File: config.mk
export PLATFORM = sky130hd
export DESIGN_NAME = nic_command_register
export DESIGN_NICKNAME = d
export VERILOG_FILES = /design/src/core/nic_cmd_pkg.sv /design/src/core/page_decode.sv /design/src/core/nic_command_register.sv
export SDC_FILE = /design/constraint.sdc
export NUM_CORES = 1
export LEC_CHECK = 0
export BUFFER_PORTS_ARGS = -buffer_cell sky130_fd_sc_hd__buf_2
export CORE_ASPECT_RATIO = 0.75
export CORE_MARGIN = 4
export CORE_UTILIZATION = 41
export DETAILED_ROUTE_END_ITERATION = 16
export PLACE_DENSITY_LB_ADDON = 0.1
export SYNTH_ARGS = -nofsm -noshare
export SYNTH_HDL_FRONTEND = slang
export SYNTH_SLANG_ARGS = --single-unit
File: constraint.sdc
create_clock -name ref_clk -period 1.7 [get_ports ref_clk]
set_clock_uncertainty 0.15 [all_clocks]
set_input_delay 0.17 -clock ref_clk [delete_from_list [all_inputs] [get_ports ref_clk]]
set_output_delay 0.17 -clock ref_clk [all_outputs]
set_load 0.005 [all_outputs]
File: src/core/nic_cmd_pkg.sv
package nic_cmd_pkg;

  localparam logic [3:0] core_command_index = 4'h0;
  localparam logic [3:0] event_status_index = 4'h7;

  localparam int halt_pos = 0;
  localparam int run_pos = 1;
  localparam int txreq_pos = 2;
  localparam int rdma_lsb = 3;
  localparam int page_lsb = 6;
  localparam int reset_flag_pos = 7;

  typedef enum logic [1:0] {
    page_zero = 2'b00,
    page_one = 2'b01,
    page_two = 2'b10,
    page_reserved = 2'b11
  } page_t;

  typedef enum logic [2:0] {
    rdma_illegal = 3'b000,
    rdma_read = 3'b001,
    rdma_write = 3'b010,
    rdma_send = 3'b011,
    rdma_abort = 3'b100
  } rdma_code_t;

  typedef enum logic [1:0] {
    core_reset = 2'b00,
    core_running = 2'b01,
    core_draining = 2'b10
  } core_state_t;

  typedef enum logic [1:0] {
    dma_idle = 2'b00,
    dma_reading = 2'b01,
    dma_writing = 2'b10,
    dma_sending = 2'b11
  } dma_state_t;

  typedef struct packed {
    page_t page;
    logic [2:0] rdma_cmd;
    logic transmit_request;
    logic run_bit;
    logic halt_bit;
  } core_command_t;

  localparam core_command_t command_reset_value = '{
    page: page_zero,
    rdma_cmd: rdma_abort,
    transmit_request: 1'b0,
    run_bit: 1'b0,
    halt_bit: 1'b1
  };

  typedef struct packed {
    logic cs;
    logic wr;
    logic rd;
    logic [3:0] index;
    logic [7:0] wdata;
  } host_access_t;

endpackage

File: src/core/page_decode.sv
`timescale 1ns/100ps
`default_nettype none
module page_decode (
  input wire logic ref_clk,
  input wire logic rst_n,
  input wire nic_cmd_pkg::page_t page,
  input wire nic_cmd_pkg::host_access_t access,
  output logic [3:0] sel_index,
  output logic [1:0] sel_page,
  output logic sel_rd,
  output logic sel_wr
);

  logic [3:0] next_sel_index;
  logic [1:0] next_sel_page;
  logic next_sel_rd;
  logic next_sel_wr;
  logic cmd_hit;

  // The command register shows in every page, so it is never forwarded.
  always_comb begin
    cmd_hit = access.index == nic_cmd_pkg::core_command_index;
    next_sel_index = access.index;
    next_sel_page = page;
    next_sel_rd = access.cs && access.rd && !cmd_hit;
    next_sel_wr = access.cs && access.wr && !cmd_hit;
  end

  always_ff @(posedge ref_clk) begin
    if (!rst_n) begin
      sel_index <= 4'h0;
      sel_page <= 2'h0;
      sel_rd <= 1'b0;
      sel_wr <= 1'b0;
    end else begin
      sel_index <= next_sel_index;
      sel_page <= next_sel_page;
      sel_rd <= next_sel_rd;
      sel_wr <= next_sel_wr;
    end
  end

endmodule // page_decode
`default_nettype wire

File: src/core/nic_command_register.sv
`timescale 1ns/100ps
`default_nettype none
// Overview of operation
// - Page bits pick register page reached
// - DMA field: read, write, send, abort
// - Halt drains activity then enters reset
// - Leave reset only when halt clear, run set
// - Reset done shown by reset-status flag
// - Halt bit powers up set
// - Run bit powers up clear, starts core
// - Halt while running reads both bits set
// - Transmit request self-clears on done/abort
// - Writing zero to transmit request ignored
// - Repeated DMA code, no reload: complete now; code completes only if that write also sets transmit request
// - Page, abort, halt bits always writable
// - DMA top bit aborts running DMA
// - Abort keeps advanced remote address
// - Reset flag set on reset, clear on start
// - Four index lines pick one of sixteen
module nic_command_register (
  input wire logic ref_clk,
  input wire logic rst_n,
  input wire logic host_cs,
  input wire logic host_wr,
  input wire logic host_rd,
  input wire logic [3:0] reg_index_lines,
  input wire logic [7:0] host_wdata,
  input wire logic rx_busy,
  input wire logic tx_busy,
  input wire logic tx_done,
  input wire logic tx_abort,
  input wire logic rdma_count_reloaded,
  input wire logic rdma_count_zero,
  output logic [7:0] host_rdata,
  output logic host_rdata_valid,
  output logic [7:0] core_command,
  output logic reset_status,
  output logic core_active,
  output logic tx_start,
  output logic rdma_start_read,
  output logic rdma_start_write,
  output logic rdma_start_send,
  output logic rdma_abort_pulse,
  output logic rdma_complete,
  output logic [3:0] sel_index,
  output logic [1:0] sel_page,
  output logic sel_rd,
  output logic sel_wr
);

  nic_cmd_pkg::core_command_t cmd;
  nic_cmd_pkg::core_command_t next_cmd;
  nic_cmd_pkg::core_state_t state;
  nic_cmd_pkg::core_state_t next_state;
  nic_cmd_pkg::dma_state_t dma;
  nic_cmd_pkg::dma_state_t next_dma;
  nic_cmd_pkg::host_access_t access;
  logic next_reset_status;
  logic [7:0] next_host_rdata;
  logic next_host_rdata_valid;
  logic next_tx_start;
  logic next_rd_read;
  logic next_rd_write;
  logic next_rd_send;
  logic next_rd_abort;
  logic next_rd_complete;
  logic cmd_write;
  logic [2:0] wr_rdma;
  logic repeat_dma;

  always_comb begin
    access.cs = host_cs;
    access.wr = host_wr;
    access.rd = host_rd;
    access.index = reg_index_lines;
    access.wdata = host_wdata;
  end

  always_comb begin
    cmd_write = host_cs && host_wr &&
      reg_index_lines == nic_cmd_pkg::core_command_index;
    wr_rdma = host_wdata[nic_cmd_pkg::rdma_lsb +: 3];
    next_cmd = cmd;
    next_state = state;
    next_dma = dma;
    next_reset_status = reset_status;
    next_tx_start = 1'b0;
    next_rd_read = 1'b0;
    next_rd_write = 1'b0;
    next_rd_send = 1'b0;
    next_rd_abort = 1'b0;
    next_rd_complete = 1'b0;
    repeat_dma = 1'b0;
    // Transmit request drops itself; a new request below still wins.
    if (cmd.transmit_request && (tx_done || tx_abort)) begin
      next_cmd.transmit_request = 1'b0;
    end
    if (dma != nic_cmd_pkg::dma_idle && rdma_count_zero) begin
      next_dma = nic_cmd_pkg::dma_idle;
      next_rd_complete = 1'b1;
    end
    if (cmd_write) begin
      // Page, abort and halt bits are taken whatever else is busy.
      next_cmd.page = nic_cmd_pkg::page_t'(
        host_wdata[nic_cmd_pkg::page_lsb +: 2]);
      next_cmd.rdma_cmd = wr_rdma;
      next_cmd.halt_bit = host_wdata[nic_cmd_pkg::halt_pos];
      // Halt keeps run readable as set; a clear needs an explicit write.
      next_cmd.run_bit = host_wdata[nic_cmd_pkg::run_pos] ||
        (host_wdata[nic_cmd_pkg::halt_pos] && cmd.run_bit);
      if (host_wdata[nic_cmd_pkg::txreq_pos]) begin
        next_cmd.transmit_request = 1'b1;
        next_tx_start = 1'b1;
      end
      if (wr_rdma[2]) begin
        if (dma != nic_cmd_pkg::dma_idle) begin
          next_rd_abort = 1'b1;
        end
        next_dma = nic_cmd_pkg::dma_idle;
      end else begin
        repeat_dma = host_wdata[nic_cmd_pkg::txreq_pos] &&
          dma != nic_cmd_pkg::dma_idle && wr_rdma[1:0] == dma;
        if (repeat_dma) begin
          if (!rdma_count_reloaded) begin
            next_dma = nic_cmd_pkg::dma_idle;
            next_rd_complete = 1'b1;
          end
        end else begin
          unique case (nic_cmd_pkg::rdma_code_t'(wr_rdma))
            nic_cmd_pkg::rdma_read: begin
              next_dma = nic_cmd_pkg::dma_reading;
              next_rd_read = 1'b1;
            end
            nic_cmd_pkg::rdma_write: begin
              next_dma = nic_cmd_pkg::dma_writing;
              next_rd_write = 1'b1;
            end
            nic_cmd_pkg::rdma_send: begin
              next_dma = nic_cmd_pkg::dma_sending;
              next_rd_send = 1'b1;
            end
            // Code zero is illegal and is simply ignored.
            default: begin
              next_dma = dma;
            end
          endcase
        end
      end
    end
    unique case (state)
      nic_cmd_pkg::core_reset: begin
        if (!next_cmd.halt_bit && next_cmd.run_bit) begin
          next_state = nic_cmd_pkg::core_running;
          next_reset_status = 1'b0;
        end
      end
      nic_cmd_pkg::core_running: begin
        if (next_cmd.halt_bit) begin
          next_state = nic_cmd_pkg::core_draining;
        end
      end
      nic_cmd_pkg::core_draining: begin
        if (!rx_busy && !tx_busy) begin
          next_state = nic_cmd_pkg::core_reset;
          next_reset_status = 1'b1;
        end
      end
      default: begin
        next_state = nic_cmd_pkg::core_reset;
      end
    endcase
    next_host_rdata = 8'h00;
    next_host_rdata_valid = host_cs && host_rd &&
      reg_index_lines == nic_cmd_pkg::core_command_index;
    if (next_host_rdata_valid) begin
      next_host_rdata = cmd;
    end
  end

  always_ff @(posedge ref_clk) begin
    if (!rst_n) begin
      cmd <= nic_cmd_pkg::command_reset_value;
      state <= nic_cmd_pkg::core_reset;
      dma <= nic_cmd_pkg::dma_idle;
      reset_status <= 1'b1;
      host_rdata <= 8'h00;
      host_rdata_valid <= 1'b0;
      core_command <= nic_cmd_pkg::command_reset_value;
      core_active <= 1'b0;
      tx_start <= 1'b0;
      rdma_start_read <= 1'b0;
      rdma_start_write <= 1'b0;
      rdma_start_send <= 1'b0;
      rdma_abort_pulse <= 1'b0;
      rdma_complete <= 1'b0;
    end else begin
      cmd <= next_cmd;
      state <= next_state;
      dma <= next_dma;
      reset_status <= next_reset_status;
      host_rdata <= next_host_rdata;
      host_rdata_valid <= next_host_rdata_valid;
      core_command <= next_cmd;
      core_active <= next_state != nic_cmd_pkg::core_reset;
      tx_start <= next_tx_start;
      rdma_start_read <= next_rd_read;
      rdma_start_write <= next_rd_write;
      rdma_start_send <= next_rd_send;
      rdma_abort_pulse <= next_rd_abort;
      rdma_complete <= next_rd_complete;
    end
  end

  page_decode u_page_decode (
    .ref_clk(ref_clk),
    .rst_n(rst_n),
    .page(cmd.page),
    .access(access),
    .sel_index(sel_index),
    .sel_page(sel_page),
    .sel_rd(sel_rd),
    .sel_wr(sel_wr)
  );

endmodule // nic_command_register
`default_nettype wire

==> reports/summary.md <==
The share of flip-flops with an asynchronous set or reset after synthesis was 0%; the area of the die was 0.004243 mm². Buffers added to address setup during post-CTS repair amount to 0. During synthesis, Yosys emitted a total of 0 warnings.

The total number of placement rows was 17. The prevailing post-synth register cell is sky130_fd_sc_hd__dfxtp_1. The switching share of total power was 22.22%; the total standard cell area after synthesis was 0.001335 mm². During placement, the flow inserted port buffers numbering 55. The first global-routing pass estimated 5.209 mm of wire. CTS saw 37 sinks. At the end of the flow the core is filled with cells to 60.94%.

The number of antenna violations at the first check in global routing was 0; the combinational power share was 6.6%. The flow ran to the end, and the final reports show no timing, DRC or antenna violations. At the later pin of the worst-skew pair, clock insertion delay measures 0.29 ns. In the final layout, flip-flops and latches occupy 740.7 µm².

The total area inside the core boundary comes to 0.003020 mm². The tools report the maximum buffer depth of the clock tree as 2. Cell internal power was estimated by the tool at 1.213 mW. The clock-pin slew on the worst setup and hold paths is 0.07 ns, and the setup TNS is 0 ns. Measured in cells, the most critical reg-to-reg path has a length of 4. Setup violations remaining at the end of the flow were counted as 0.

The worst setup path is captured at a flop. The number of primary I/O pins was 56; the global-route track usage on met3 was 5.634%. The period utilization was 91.82%. The total global routing track utilization was 16.06%. The clock period minus worst slack works out to 1.561 ns.

The largest driver fanout on the critical path was 2. Routability-driven placement finished with a final weighted congestion of 0.8954. The via count of the first global-routing pass is 1183, and the vias after detailed routing is 1215. The wire length per cell was 12.79 µm; the pin count of the biggest net entering global routing was 27. The synthesis-to-finish area growth works out to 37.86%.

The multi-input combinational cells in the finished layout cover a total of 551.8 µm². Data arrival time of the worst path: 1.59 ns. In this run the worst hold path is classified as input pin to flop. Counting the fill cells in the layout gives 285. The count of unique library cells instantiated by Yosys was 37; the share of total power in the clock network was 37.0%. For this design the ratio of total power to cell area is 847.2 mW/mm². The initial utilization of the core area, before any placement, comes to 44.20%. TritonCTS built the clock tree. In the global route stage, met1 resource usage came out at 19.01%. The worst setup path is launched from an input pin. The hold violation count in the final report is 0. The worst hold path was traced through 3 stages. The average instance area after synthesis works out to 9.963 µm². The total global routing overflow is 0, and the number of optimization iterations in the first detailed-route pass is 4. The run gives 56.4% as the sequential share of power. Setup repair after global routing left no endpoint under its margin. In this run the static leakage power is 0.8944 nW. The net count of the finished layout is 231.

For this block, the initial DRC count from the detailed router was 30. The remaining antenna violation count is 0. The wire-length estimate of the detail-placed layout is 2.402 mm. The library cell used as clock root buffer is sky130_fd_sc_hd__clkbuf_8. The share of the Yosys chip area taken by registers is 55.48%. The critical path is of the input pin to flop type.

The global routing stage identified its most utilized layer as met2. The final layout contains routed wiring with a total length of 3.159 mm. The tools report the maximum ir drop on the vdd rail as 0.3982 mV. After detailed routing, the number of remaining DRC violations is 0. Headroom to the max-slew limit came out at 68.32%. The logs give 0 for the number of inserted diodes and 640.6 MHz for the maximum achievable frequency. The die is 57.42 µm tall. The die is 73.89 µm wide. For the worst setup path, the data required time is 1.73 ns. The number of nets in the synthesized netlist was 157; the total of flip-flops plus latches after synthesis was 37.

After detailed routing, the number of vias per cell comes to 4.919. The smallest hold slack was 0.02698 ns; the number of flops mapped to enable cells by yosys was 0. Counting the buffers created by CTS gives 5. The final count of pins violating max slew came out at 0. For this design the total switching power over the nets is 0.3464 mW. At the pin with the least slew margin, the transition time is 0.4691 ns. The global routing met2 resource utilization was 25.13%; the number of levels in the clock H-tree was 2. The cell count after synthesis came out at 134. The count of maximum capacitance violations is 0, and the layout cell share with drive strength beyond 1 is 39.23%.
## cell usage in the layout, fill, tap and decap left out, types with 2 or more instances in the layout
cell type                       count
sky130_fd_sc_hd__and3_1             3
sky130_fd_sc_hd__nor3_1             4
sky130_fd_sc_hd__dlygate4sd3_1      3
sky130_fd_sc_hd__nand3_1            5
sky130_fd_sc_hd__inv_1              4
sky130_fd_sc_hd__a21boi_0           4
sky130_fd_sc_hd__buf_2             55
sky130_fd_sc_hd__o2111a_1           2
sky130_fd_sc_hd__o21ai_0            4
sky130_fd_sc_hd__o41ai_1            2
sky130_fd_sc_hd__buf_4             13
sky130_fd_sc_hd__and2_1            15
sky130_fd_sc_hd__clkinv_2           2
sky130_fd_sc_hd__dfxtp_1           37
sky130_fd_sc_hd__a22o_1             2
sky130_fd_sc_hd__clkbuf_8           5
sky130_fd_sc_hd__nand4_1            3
sky130_fd_sc_hd__nand2_1           17
sky130_fd_sc_hd__nor2_1             7
sky130_fd_sc_hd__nor2b_1            2
## sequential cells by signal, summed over array words and instances (netlist names)
name	cells
host_rdata	8
cmd	4
core_command	4
u_page_decode.sel_index	4
dma	2
state	2
u_page_decode.sel_page	2
core_active	1
host_rdata_valid	1
rdma_abort_pulse	1
rdma_complete	1
rdma_start_read	1
rdma_start_send	1
rdma_start_write	1
reset_status	1
tx_start	1
u_page_decode.sel_rd	1
u_page_decode.sel_wr	1
## critical path, stage by stage
cell and delay (ns):
sky130_fd_sc_hd__buf_2 0.11, sky130_fd_sc_hd__or4_4 0.54, sky130_fd_sc_hd__or3_1 0.35, sky130_fd_sc_hd__a22o_1 0.20
sky130_fd_sc_hd__o2111a_1 0.23
## layout make-up
type | instances | share of cell area [%]
Tap cell | 38 | 2.583
Inverter | 4 | 0.8158
Sequential cell | 37 | 40.24
Timing Repair Buffer | 71 | 21.89
Clock buffer | 6 | 3.943
Multi-Input combinational cell | 89 | 29.98
Clock inverter | 2 | 0.5438
## path summary, 6_finish.rpt
path	from	end	slack, ns
max reg2reg	dma[0]	rdma_complete	0.16
min	host_wdata[3]	cmd[3]	0.03
min reg2reg	cmd[3]	cmd[3]	0.33
max	reg_index_lines[1]	state[0]	0.14
## cell usage after synthesis, types with 2 or more instances
library cell / count / area (µm²)
sky130_fd_sc_hd__dfxtp_1: 37 / 740.7
sky130_fd_sc_hd__nand2_1: 17 / 63.81
sky130_fd_sc_hd__and2_1: 15 / 93.84
sky130_fd_sc_hd__nor2_1: 7 / 26.28
sky130_fd_sc_hd__nand3_1: 5 / 25.02
sky130_fd_sc_hd__a21boi_0: 4 / 30.03
sky130_fd_sc_hd__inv_1: 4 / 15.01
sky130_fd_sc_hd__nor3_1: 4 / 20.02
sky130_fd_sc_hd__o21ai_0: 4 / 20.02
sky130_fd_sc_hd__and3_1: 3 / 18.77
sky130_fd_sc_hd__nand4_1: 3 / 18.77
sky130_fd_sc_hd__a22o_1: 2 / 17.52
sky130_fd_sc_hd__buf_6: 2 / 22.52
sky130_fd_sc_hd__nor2b_1: 2 / 12.51
sky130_fd_sc_hd__o2111a_1: 2 / 22.52
sky130_fd_sc_hd__o41ai_1: 2 / 17.52
## through the flow
stage / area (µm²) / setup slack (ns) / cells / total power [mW]
global route: 1841 / 0.02132 / 247 / 1.633
CTS: 1834 / 0.1116 / 247 / 1.579
finish: 1841 / 0.1391 / 247 / 1.559
global placement: 1722 / -0.1403 / 236 / 0.9941
detailed placement: 1722 / -0.1666 / 236 / 0.9960
floorplan: 1335 / -0.1211 / 134 / 0.9371
## timing repair
action / CTS / global route
setup endpoints to repair: 0 / 1
endpoints found under the hold margin: 3 / 0
hold buffers: 3 / 0
gates resized for setup: 0 / 1
## per-layer routing
metal  vias up  wire (µm)
met1       553       1427
met4         0         70
met5         -          0
met3         8        248
met2        39       1411
li1        615          -
## power by group through the flow
stage	sequential, mW	combinational (mW)	clock, mW
finish	0.879	0.103	0.577
global route	0.879	0.114	0.640
CTS	0.879	0.103	0.597
detailed placement	0.899	0.0974	0
global placement	0.899	0.0956	0
floorplan	0.900	0.0370	0
## logic make-up (layout without fill, tap and decap cells)
kind of cell	count (synthesis)	after routing	share of synthesized area (%)
AOI/OAI and AO/OA	19	19	10.97
buffers and inverters	8	83	3.655
xor gates and xnor gates	1	1	0.6562
muxes	1	1	0.7498
and+or+nand+nor	68	68	28.49
DFF	37	37	55.48
Power figures use the tool's default switching activity.
